[config.mk]
export PLATFORM = sky130hd
export DESIGN_NAME = hpm_playback_ctrl
export DESIGN_NICKNAME = d
export VERILOG_FILES = /design/src/logic/hpm_pkg.sv /design/src/logic/hpm_word_if.sv /design/src/logic/hpm_playback_ctrl.sv /design/src/logic/hpm_pair_buffer.sv
export SDC_FILE = /design/constraint.sdc
export NUM_CORES = 2
export LEC_CHECK = 0
export BUFFER_PORTS_ARGS = -buffer_cell sky130_fd_sc_hd__buf_2
export CAP_MARGIN = 20
export CORE_ASPECT_RATIO = 0.75
export CORE_MARGIN = 5
export CORE_UTILIZATION = 50
export DETAILED_ROUTE_END_ITERATION = 7
export HOLD_SLACK_MARGIN = 0.15
export PLACE_DENSITY = 0.66
export SETUP_SLACK_MARGIN = 0.5
export SLEW_MARGIN = 5
export SYNTH_ARGS = -nofsm -noshare
export SYNTH_HDL_FRONTEND = slang
export SYNTH_SLANG_ARGS = --single-unit
[constraint.sdc]
create_clock -name clock -period 106.6 [get_ports clock]
set_input_delay 5.33 -clock clock [delete_from_list [all_inputs] [get_ports clock]]
set_output_delay 5.33 -clock clock [all_outputs]
set_load 0.1 [all_outputs]
[src/logic/hpm_pkg.sv]
// Shared constants and types for the haptic playback mode controller
package hpm_pkg;
  typedef enum logic [1:0] {ST_BOOT, ST_IDLE, ST_STANDBY, ST_DRIVE} hpm_state_t;
  localparam logic [2:0] MODE_INACTIVE   = 3'h0;
  localparam logic [2:0] MODE_REG_STREAM = 3'h1;
  localparam logic [2:0] MODE_PWM_STREAM = 3'h2;
  localparam logic [2:0] MODE_REG_STORE  = 3'h3;
  localparam logic [2:0] MODE_EDGE_STORE = 3'h4;
  localparam logic [1:0] EDGE_RISE       = 2'h0;
  localparam logic [1:0] EDGE_FALL       = 2'h1;
  localparam logic [1:0] EDGE_BOTH       = 2'h2;
  localparam int         CLOCK_PERIOD_PS = 5000;
  localparam int         BOOT_TIME_US    = 1500;
  localparam int         BOOT_CYCLES     = (BOOT_TIME_US * 1000000 + CLOCK_PERIOD_PS - 1) / CLOCK_PERIOD_PS;
  localparam logic [31:0] CLOCK_FREQ_DHZ = 32'd2000000000;
  localparam logic [31:0] SWITCH_FREQ_DHZ = 32'd1875000;
  localparam int         WORD_W          = 11;
  localparam int         W_AMP_LSB       = 0;
  localparam int         W_EN_BIT        = 8;
  localparam int         W_PHASE_BIT     = 9;
  localparam int         W_REV_BIT       = 10;
  localparam logic [7:0] LEVEL_ZERO      = 8'h00;
  localparam logic [7:0] LEVEL_NEG_FULL  = 8'h80;
  localparam logic [6:0] LEVEL_POS_FULL  = 7'h7f;
  localparam logic [7:0] DUTY_MID        = 8'h80;
  localparam logic [7:0] DUTY_FULL       = 8'hff;
endpackage

[src/logic/hpm_word_if.sv]
// Valid/ready word carrier between the sampler and the drive buffer
`timescale 1ns/1ps
`default_nettype none
interface hpm_word_if #(parameter int WIDTH = 11);
  logic             valid;
  logic             ready;
  logic [WIDTH-1:0] data;
  modport source (output valid, output data, input ready);
  modport sink   (input valid, input data, output ready);
endinterface
`default_nettype wire

[src/logic/hpm_playback_ctrl.sv]
// Playback state, mode selection and streamed drive level control
`timescale 1ns/1ps
`default_nettype none
module hpm_playback_ctrl
  import hpm_pkg::*;
#(
  parameter int BOOT_LEN = hpm_pkg::BOOT_CYCLES,
  parameter int COUNT_W  = 16
) (
  input  wire logic               clock,
  input  wire logic               rst,
  input  wire logic [2:0]         operationMode,
  input  wire logic               standbySelect,
  input  wire logic               boostAssist,
  input  wire logic               actuatorIsErm,
  input  wire logic               rapidStopEnable,
  input  wire logic [7:0]         streamedDriveLevel,
  input  wire logic [7:0]         nominalDriveCeiling,
  input  wire logic [7:0]         absoluteDriveCeiling,
  input  wire logic [7:0]         minDutyThreshold,
  input  wire logic [1:0]         edgeSelect,
  input  wire logic               sequenceLaunch,
  input  wire logic               sequenceDone,
  input  wire logic               faultDetected,
  input  wire logic               faultPending,
  input  wire logic [COUNT_W-1:0] halfPeriodCycles,
  input  wire logic               triggerStreamPin,
  input  wire logic               driveReady,
  output hpm_pkg::hpm_state_t     systemState,
  output logic                    sequencePlay,
  output logic                    switchTick,
  output logic                    polarityStatus,
  output logic [7:0]              measuredDuty,
  output logic                    driveValid,
  output logic [7:0]              driveAmplitude,
  output logic                    driveStageOn,
  output logic                    driveReverse,
  output logic                    drivePhaseShift,
  output logic [7:0]              transientCeiling,
  output logic                    rapidStopPermit
);
  import hpm_pkg::*;

  localparam logic [31:0]        BOOT_LAST = 32'(BOOT_LEN - 1);
  localparam logic [COUNT_W-1:0] COUNT_MAX = '1;
  localparam logic [14:0]        SCALE_DIV = 15'(LEVEL_POS_FULL);

  initial begin
    if (BOOT_LEN < 1 || COUNT_W < 9) $error("hpm_playback_ctrl: bad parameter");
  end

  // Pin synchroniser, then edge history
  logic pinMeta_q, pinSync_q, pinLast_q;
  always_ff @(posedge clock or posedge rst) begin
    if (rst) begin
      pinMeta_q <= 1'b0;
      pinSync_q <= 1'b0;
      pinLast_q <= 1'b0;
    end else begin
      pinMeta_q <= triggerStreamPin;
      pinSync_q <= pinMeta_q;
      pinLast_q <= pinSync_q;
    end
  end
  logic pinRise, pinFall, pinEvent;
  assign pinRise  = pinSync_q & ~pinLast_q;
  assign pinFall  = ~pinSync_q & pinLast_q;
  assign pinEvent = (edgeSelect == EDGE_RISE) ? pinRise :
                    (edgeSelect == EDGE_FALL) ? pinFall :
                    (edgeSelect == EDGE_BOTH) ? (pinRise | pinFall) : 1'b0;

  // Playback state group
  hpm_state_t  state_q, state_d;
  logic [31:0] bootCnt_q, bootCnt_d;
  logic [2:0]  driveMode_q, driveMode_d;
  logic        startReq, endReq, streaming;
  always_comb begin
    state_d     = state_q;
    bootCnt_d   = bootCnt_q;
    driveMode_d = driveMode_q;
    unique case (operationMode)
      MODE_REG_STREAM, MODE_PWM_STREAM: startReq = 1'b1;
      MODE_REG_STORE:  startReq = sequenceLaunch;
      MODE_EDGE_STORE: startReq = sequenceLaunch | pinEvent;
      default:         startReq = 1'b0;
    endcase
    startReq = startReq & ~faultPending;
    streaming = (driveMode_q == MODE_REG_STREAM) || (driveMode_q == MODE_PWM_STREAM);
    endReq = streaming ? (operationMode != driveMode_q) : sequenceDone;
    unique case (state_q)
      ST_BOOT: begin
        bootCnt_d = bootCnt_q + 32'h1;
        if (bootCnt_q == BOOT_LAST) state_d = ST_IDLE;
      end
      ST_IDLE, ST_STANDBY: begin
        if (startReq) begin
          state_d     = ST_DRIVE;
          driveMode_d = operationMode;
        end
      end
      ST_DRIVE: begin
        if (endReq) state_d = standbySelect ? ST_STANDBY : ST_IDLE;
      end
    endcase
    if (faultDetected && state_q != ST_BOOT) state_d = ST_IDLE;
  end
  always_ff @(posedge clock or posedge rst) begin
    if (rst) begin
      state_q     <= ST_BOOT;
      bootCnt_q   <= 32'h0;
      driveMode_q <= MODE_INACTIVE;
    end else begin
      state_q     <= state_d;
      bootCnt_q   <= bootCnt_d;
      driveMode_q <= driveMode_d;
    end
  end
  assign systemState  = state_q;
  // Store-mode start strobe; the mode of an earlier stream must not mask it
  assign sequencePlay = (state_q != ST_DRIVE) && (state_d == ST_DRIVE) && (driveMode_d > MODE_PWM_STREAM);

  // Duty demodulator group
  logic [COUNT_W-1:0] highCnt_q, highCnt_d, perCnt_q, perCnt_d;
  logic [7:0]         duty_q, duty_d;
  logic [COUNT_W+7:0] dutyRatio;
  always_comb begin
    highCnt_d = highCnt_q;
    perCnt_d  = perCnt_q;
    duty_d    = duty_q;
    dutyRatio = '0;
    if (pinRise) begin
      dutyRatio = ({8'h0, highCnt_q} * (COUNT_W+8)'(DUTY_FULL)) / {8'h0, perCnt_q};
      duty_d    = (perCnt_q == '0) ? DUTY_FULL : 8'(dutyRatio);
      highCnt_d = (COUNT_W)'(1);
      perCnt_d  = (COUNT_W)'(1);
    end else if (perCnt_q == COUNT_MAX) begin
      duty_d = pinSync_q ? DUTY_FULL : LEVEL_ZERO;
    end else begin
      perCnt_d  = perCnt_q + 1'b1;
      highCnt_d = highCnt_q + (COUNT_W)'(pinSync_q);
    end
  end
  always_ff @(posedge clock or posedge rst) begin
    if (rst) begin
      highCnt_q <= '0;
      perCnt_q  <= '0;
      duty_q    <= LEVEL_ZERO;
    end else begin
      highCnt_q <= highCnt_d;
      perCnt_q  <= perCnt_d;
      duty_q    <= duty_d;
    end
  end
  assign measuredDuty = duty_q;

  // Timing group: switching tick and half-period zero crossings
  logic [31:0]        swAcc_q, swAcc_d;
  logic [COUNT_W-1:0] hpCnt_q, hpCnt_d;
  logic               pol_q, pol_d, swTick_q, swTick_d, hpTick;
  always_comb begin
    swAcc_d  = swAcc_q + SWITCH_FREQ_DHZ;
    swTick_d = 1'b0;
    if (swAcc_d >= CLOCK_FREQ_DHZ) begin
      swAcc_d  = swAcc_d - CLOCK_FREQ_DHZ;
      swTick_d = 1'b1;
    end
    hpTick  = (state_q == ST_DRIVE) && (hpCnt_q + 1'b1 >= halfPeriodCycles);
    hpCnt_d = (state_q != ST_DRIVE || hpTick) ? '0 : hpCnt_q + 1'b1;
    pol_d   = hpTick ? ~pol_q : pol_q;
  end
  always_ff @(posedge clock or posedge rst) begin
    if (rst) begin
      swAcc_q  <= 32'h0;
      swTick_q <= 1'b0;
      hpCnt_q  <= '0;
      pol_q    <= 1'b0;
    end else begin
      swAcc_q  <= swAcc_d;
      swTick_q <= swTick_d;
      hpCnt_q  <= hpCnt_d;
      pol_q    <= pol_d;
    end
  end
  assign switchTick     = swTick_q;
  assign polarityStatus = pol_q;

  // Commanded level and its scaling
  logic [7:0]  level, ceiling;
  logic [6:0]  absLevel;
  logic [14:0] product;
  logic [7:0]  amplitude;
  logic        negative, dutyOk;
  always_comb begin
    dutyOk = duty_q >= minDutyThreshold;
    if (driveMode_q == MODE_PWM_STREAM)
      level = !dutyOk ? LEVEL_ZERO : boostAssist ? {1'b0, duty_q[7:1]} : (duty_q ^ DUTY_MID);
    else
      level = streamedDriveLevel;
    ceiling  = boostAssist ? nominalDriveCeiling : absoluteDriveCeiling;
    negative = !boostAssist && level[7];
    if (!level[7]) absLevel = level[6:0];
    else if (boostAssist) absLevel = 7'h0;
    else if (level == LEVEL_NEG_FULL) absLevel = LEVEL_POS_FULL;
    else absLevel = 7'(8'h0 - level);
    product   = {8'h0, absLevel} * {7'h0, ceiling};
    amplitude = 8'(product / SCALE_DIV);
  end

  // Sampler group: zero-crossing capture and output stage gating
  logic             stageOn_q, stageOn_d, restart_q, restart_d, pend_q, pend_d;
  logic [WORD_W-1:0] word_q, word_d;
  hpm_word_if #(.WIDTH(WORD_W)) toBuf ();
  hpm_word_if #(.WIDTH(WORD_W)) fromBuf ();
  always_comb begin
    stageOn_d = stageOn_q;
    restart_d = restart_q;
    word_d    = word_q;
    pend_d    = pend_q && !toBuf.ready;
    if (state_q != ST_DRIVE) begin
      stageOn_d = 1'b0;
      restart_d = 1'b0;
    end else if (hpTick) begin
      if (amplitude == LEVEL_ZERO) begin
        stageOn_d = 1'b0;
        restart_d = 1'b0;
      end else if (!stageOn_q) begin
        stageOn_d = restart_q;
        restart_d = 1'b1;
      end
      word_d = '0;
      word_d[W_AMP_LSB +: 8] = stageOn_d ? amplitude : LEVEL_ZERO;
      word_d[W_EN_BIT]       = stageOn_d;
      word_d[W_PHASE_BIT]    = stageOn_d && negative && !actuatorIsErm;
      word_d[W_REV_BIT]      = stageOn_d && negative && actuatorIsErm;
      pend_d = 1'b1;
    end
  end
  always_ff @(posedge clock or posedge rst) begin
    if (rst) begin
      stageOn_q <= 1'b0;
      restart_q <= 1'b0;
      pend_q    <= 1'b0;
      word_q    <= '0;
    end else begin
      stageOn_q <= stageOn_d;
      restart_q <= restart_d;
      pend_q    <= pend_d;
      word_q    <= word_d;
    end
  end
  assign toBuf.valid = pend_q;
  assign toBuf.data  = word_q;
  assign fromBuf.ready = driveReady;

  // Two-entry buffer toward the output stage
  hpm_pair_buffer #(.WIDTH(WORD_W), .DEPTH(2)) driveBuf (
    .clock   (clock),
    .rst     (rst),
    .inPort  (toBuf),
    .outPort (fromBuf)
  );
  assign driveValid       = fromBuf.valid;
  assign driveAmplitude   = fromBuf.data[W_AMP_LSB +: 8];
  assign driveStageOn     = fromBuf.data[W_EN_BIT];
  assign drivePhaseShift  = fromBuf.data[W_PHASE_BIT];
  assign driveReverse     = fromBuf.data[W_REV_BIT];
  assign transientCeiling = boostAssist ? absoluteDriveCeiling : nominalDriveCeiling;
  assign rapidStopPermit  = rapidStopEnable && (state_q == ST_DRIVE) && streaming;

  a_boot_to_idle: assert property (@(posedge clock) disable iff (rst)
    (state_q == ST_BOOT && bootCnt_q == BOOT_LAST) |=> state_q == ST_IDLE) else $error("boot did not end in idle");
  a_start_drive: assert property (@(posedge clock) disable iff (rst)
    ((state_q == ST_IDLE || state_q == ST_STANDBY) && startReq && !faultDetected) |=> state_q == ST_DRIVE)
    else $error("request did not start drive");
  a_end_target: assert property (@(posedge clock) disable iff (rst)
    (state_q == ST_DRIVE && endReq && !faultDetected) |=> state_q == (standbySelect ? ST_STANDBY : ST_IDLE))
    else $error("wrong state after playback");
  a_fault_idle: assert property (@(posedge clock) disable iff (rst)
    (faultDetected && state_q != ST_BOOT) |=> state_q == ST_IDLE) else $error("fault did not force idle");
  a_no_start_fault: assert property (@(posedge clock) disable iff (rst)
    (state_q == ST_IDLE && faultPending) |=> state_q != ST_DRIVE) else $error("started with fault pending");
  a_high_mode_idle: assert property (@(posedge clock) disable iff (rst)
    (state_q == ST_IDLE && operationMode > MODE_EDGE_STORE) |=> state_q == ST_IDLE) else $error("bad mode started");
  a_stage_restart: assert property (@(posedge clock) disable iff (rst)
    ($rose(stageOn_q)) |-> $past(restart_q) && $past(hpTick)) else $error("stage restarted early");
  a_zero_stage_off: assert property (@(posedge clock) disable iff (rst)
    (state_q == ST_DRIVE && hpTick && amplitude == LEVEL_ZERO) |=> !stageOn_q) else $error("zero level kept stage");
  a_switch_spacing: assert property (@(posedge clock) disable iff (rst)
    swTick_q |=> !swTick_q [*8]) else $error("switching ticks too close");
  a_polarity_step: assert property (@(posedge clock) disable iff (rst)
    (pol_q != $past(pol_q)) |-> $past(hpTick)) else $error("polarity moved off crossing");
  c_stream_drive: cover property (@(posedge clock) disable iff (rst)
    state_q == ST_DRIVE && driveMode_q == MODE_PWM_STREAM && stageOn_q);
  c_standby_return: cover property (@(posedge clock) disable iff (rst)
    state_q == ST_DRIVE ##1 state_q == ST_STANDBY);
  c_reverse_drive: cover property (@(posedge clock) disable iff (rst) driveValid && driveReverse);
endmodule
`default_nettype wire

[src/logic/hpm_pair_buffer.sv]
// Small FIFO holding drive words between sampler and output stage
`timescale 1ns/1ps
`default_nettype none
module hpm_pair_buffer #(
  parameter int WIDTH = 11,
  parameter int DEPTH = 2
) (
  input wire logic   clock,
  input wire logic   rst,
  hpm_word_if.sink   inPort,
  hpm_word_if.source outPort
);
  localparam int PW = (DEPTH > 1) ? $clog2(DEPTH) : 1;
  localparam logic [PW:0] FULL_COUNT = (PW+1)'(DEPTH);
  localparam logic [PW-1:0] LAST_SLOT = PW'(DEPTH - 1);

  initial begin
    if (DEPTH < 2 || WIDTH < 1) $error("hpm_pair_buffer: DEPTH must be at least 2");
  end

  logic [WIDTH-1:0] mem_q [DEPTH];
  logic [WIDTH-1:0] mem_d [DEPTH];
  logic [PW-1:0]    wrPtr_q, wrPtr_d, rdPtr_q, rdPtr_d;
  logic [PW:0]      count_q, count_d;
  logic             push, pop;

  // Honest full and empty seen by both sides
  assign inPort.ready  = (count_q != FULL_COUNT);
  assign outPort.valid = (count_q != '0);
  assign outPort.data  = mem_q[rdPtr_q];
  assign push = inPort.valid & inPort.ready;
  assign pop  = outPort.valid & outPort.ready;

  // Next pointers, count and storage
  always_comb begin
    mem_d   = mem_q;
    wrPtr_d = wrPtr_q;
    rdPtr_d = rdPtr_q;
    count_d = count_q;
    if (push) begin
      mem_d[wrPtr_q] = inPort.data;
      wrPtr_d = (wrPtr_q == LAST_SLOT) ? '0 : wrPtr_q + 1'b1;
    end
    if (pop) begin
      rdPtr_d = (rdPtr_q == LAST_SLOT) ? '0 : rdPtr_q + 1'b1;
    end
    if (push && !pop) count_d = count_q + 1'b1;
    else if (pop && !push) count_d = count_q - 1'b1;
  end

  // Registers
  always_ff @(posedge clock or posedge rst) begin
    if (rst) begin
      for (int i = 0; i < DEPTH; i++) mem_q[i] <= '0;
      wrPtr_q <= '0;
      rdPtr_q <= '0;
      count_q <= '0;
    end else begin
      mem_q   <= mem_d;
      wrPtr_q <= wrPtr_d;
      rdPtr_q <= rdPtr_d;
      count_q <= count_d;
    end
  end

  a_buf_no_overflow: assert property (@(posedge clock) disable iff (rst)
    count_q <= FULL_COUNT) else $error("buffer count above depth");
  a_buf_full_stall: assert property (@(posedge clock) disable iff (rst)
    (count_q == FULL_COUNT && !pop) |=> (count_q == FULL_COUNT)) else $error("full buffer lost a word");
  c_buf_full: cover property (@(posedge clock) disable iff (rst) count_q == FULL_COUNT);
endmodule
`default_nettype wire

==> flow_metrics.tcl <==
set metrics [dict create \
    status "completed" \
    place_congestion 0.933 \
    cts_hold_buf 0 \
    grt.total_usage_pct 23.6 \
    initial_core_util_pct 50.2 \
    arrival_ns 64.84 \
    hold_class "reg2reg" \
    vias 26600 \
    netlist_instances 3648 \
    clk_root_buffer_cell "clkbuf_16" \
    hold_viol_final 0 \
    tns_ns 0 \
    synth_warnings 0 \
    area_growth_pct 6.77 \
    drc_errors 0 \
    yosysSeqAreaShare_pct 14.2 \
    dp_hpwl_um 61900 \
    hold_ws_ns 0.351 \
    synth_top_family_by_area "adder cells" \
    insertion_delay_ns 0.45 \
    cts_tree "yes" \
    cts.htree.levels 4 \
    top_layer "met5" \
    fin_skew_ns 0.0179 \
    period_needed_ns 64.52 \
    cpMaxStageDelayCell "o41ai_2" \
    yosysUniqueCellTypes 117 \
    drv_slew 0 \
    ioPinCount 99 \
    synth_compound_area_share_pct 22.2 \
    crit_required_ns 106.92 \
    rows 77 \
    maxCapViolCount 0 \
    maxSlewHeadroom_pct 24.0 \
    muxShareOfSynthArea_pct 5.82 \
    crit_start "highCnt_q[7]" \
    antenna_cells 0 \
    cts_buffers 17 \
    antenna_found_initial 1 \
    firstDrtPassIters 5 \
    fin_crit_sh_pct 60.5 \
    crit_type "reg2reg" \
    syn-cell-area_um2 29400 \
    grt_pass1_vias 24500 \
    worstHoldStart "pinMeta_q" \
    grt_pass1_wl_um 127000 \
    finalSetupViolations 0 \
    port_buffers 98 \
    end_kind "flop" \
    synth-xor-area-share_pct 8.39 \
    yosys.area.top_type "ha_1" \
    path_max_fanout 29 \
    startpoint_type "flop" \
    grt_max_degree 97 \
    syn_nets 4205 \
    die_w_um 290 \
    core_area_um2 58600 \
    route.met2.wl_um 30700 \
    r2r-start "highCnt_q[7]" \
    avgRoutedWirePerCell_um 17.1 \
    die_y_um 220 \
    ys_seq_elements 167 \
    synth_top_area_share_pct 16.7 \
    ys.flop_type "dfrtp_1" \
    grt-ovfl-total 0 \
    cts_sinks 167 \
    synth_area_leaders "ha_1 17%, dfrtp_1 14%, fa_1 6.7%" \
    drt-initial-drc-count 2171 \
    yosys.area_share.simple_pct 21.4 \
    tightest_slew_ns 1.13 \
    clock_path_buffers 2 \
    fmax_mhz 15.5 \
    rsz0062_at_grt "false" \
    syn_avg_cell_area_um2 8.06 \
    die_area_um2 63800 \
    layout-drive-gt1-share_pct 9.76 \
    clkTransAtPathRegs_ns 0.08 \
    synthArstFlopShare_pct 100 \
    ant_nets 0 \
    dr_wl_met3_um 4990 \
    wirelength_um 77300 \
    routedLengthMet1_um 40900 \
    cts_setup_buffers 0 \
    cts_resized 0 \
    max_stage_delay_ns 0.73 \
    final_nets 4274 \
    synth_fa_ha_area_share_pct 23.5 \
    crit_top_cell "o21a_1" \
    via_per_inst 5.88 \
    synth_edf_count 0 \
]
## cell usage in the layout, fill, tap and decap left out, types with 31 or more instances in the layout
cell type	instances
nor3_1	121
o31ai_1	54
dfrtp_1	167
nor2_1	327
xnor2_1	170
mux2_2	121
xor2_1	106
o211ai_1	31
nor2b_1	59
or3_1	48
fa_1	99
nand3_1	85
nand2b_1	57
o21a_1	96
ha_1	393
and3_1	52
nand2_1	329
a21oi_1	211
o21ai_0	151
buf_2	98
a21o_1	85
nand4_1	46
inv_1	270
and2_1	47
## cells by family after synthesis
family	Yosys count
AOI/OAI and AO/OA	932
xor gates and xnor gates	279
adders and majority gates	492
buffers and inverters	346
DFF	167
muxes	155
and+or+nand+nor	1277
## worst paths after layout
path	end	slack, ns	cells after the start
setup / recovery	measuredDuty[0]	42.08	268
hold / removal	pinSync_q	0.35	0
setup reg to reg	measuredDuty[0]	42.08	268
hold reg to reg	pinSync_q	0.35	0
max in group asynchronous	perCnt_q[11]	100.09	3
min in group asynchronous	hpCnt_q[6]	5.06	2
## metrics by stage
stage / util [%] / setup WS, ns / area, um^2 / instances
after CTS: 53.6 / 43.13 / 31400 / 4520
after detailed placement: 52.5 / 43.31 / 30800 / 4488
after global routing: 53.6 / 36.67 / 31400 / 4520
after floorplan: - / 50.17 / 29400 / 3648
final: 53.6 / 42.08 / 31400 / 4520
after global placement: 52.5 / 45.42 / 30800 / 4488
## flip-flops by register name (all words and copies together), names as in the netlist, 2 cells and up
| register | cells |
|---|---|
| highCnt_q | 16 |
| toBuf.data | 11 |
| bootCnt_q | 32 |
| driveBuf.count_q | 2 |
| hpCnt_q | 16 |
| driveMode_q | 3 |
| measuredDuty | 8 |
| swAcc_q | 29 |
| driveBuf.mem_q | 22 |
| systemState | 2 |
| perCnt_q | 16 |
## worst max-delay path, delay by kind of cell (launching register included)
kind / cells / cell delay (ns)
buffers and inverters: 17 / 2.50
AOI/OAI and AO/OA: 148 / 36.62
muxes: 7 / 2.55
DFF: 1 / 0.47
adders and majority gates: 29 / 9.60
xor gates and xnor gates: 1 / 0.36
and+or+nand+nor: 66 / 12.19
## Yosys cell counts (12+ instances only)
cell type / instances
o21bai_1: 14
o21ai_1: 13
nor2_1: 328
a21oi_1: 211
dfrtp_1: 167
nor3_1: 121
fa_1: 99
a21o_1: 85
xnor2_1: 170
mux2_2: 121
or3_1: 48
and3_1: 52
o211a_1: 19
xor2_1: 106
or2_2: 18
nand2b_1: 57
a21boi_0: 14
a31oi_1: 24
o31ai_1: 55
nand2_1: 329
o21a_1: 96
o211ai_1: 31
ha_1: 393
clkbuf_1: 51
o21ai_0: 152
nand4_1: 46
o22ai_1: 12
nand3_1: 85
a211oi_1: 22
mux2i_1: 29
inv_1: 271
and2_1: 47
nor2b_1: 59
## cell type report
class / instances / area (um^2)
clock buffers: 17 / 425
clock inverters: 15 / 190
fillers: 5634 / 27200
inverters: 272 / 1030
multi-input cells: 3135 / 23900
flip-flops and latches: 167 / 4180
well taps: 790 / 988
repair buffers: 124 / 686
## routing by layer
metal | vias to the layer above | global-route usage (%)
met2 | 699 | 33.9
met4 | 2 | 3.20
met3 | 48 | 3.18
met5 | - | 0
li1 | 13400 | -
met1 | 12500 | 38.0
Power is left out: the tool's default activity adds up to more than one toggle a clock period on the data nets, which glitch-free logic cannot reach.
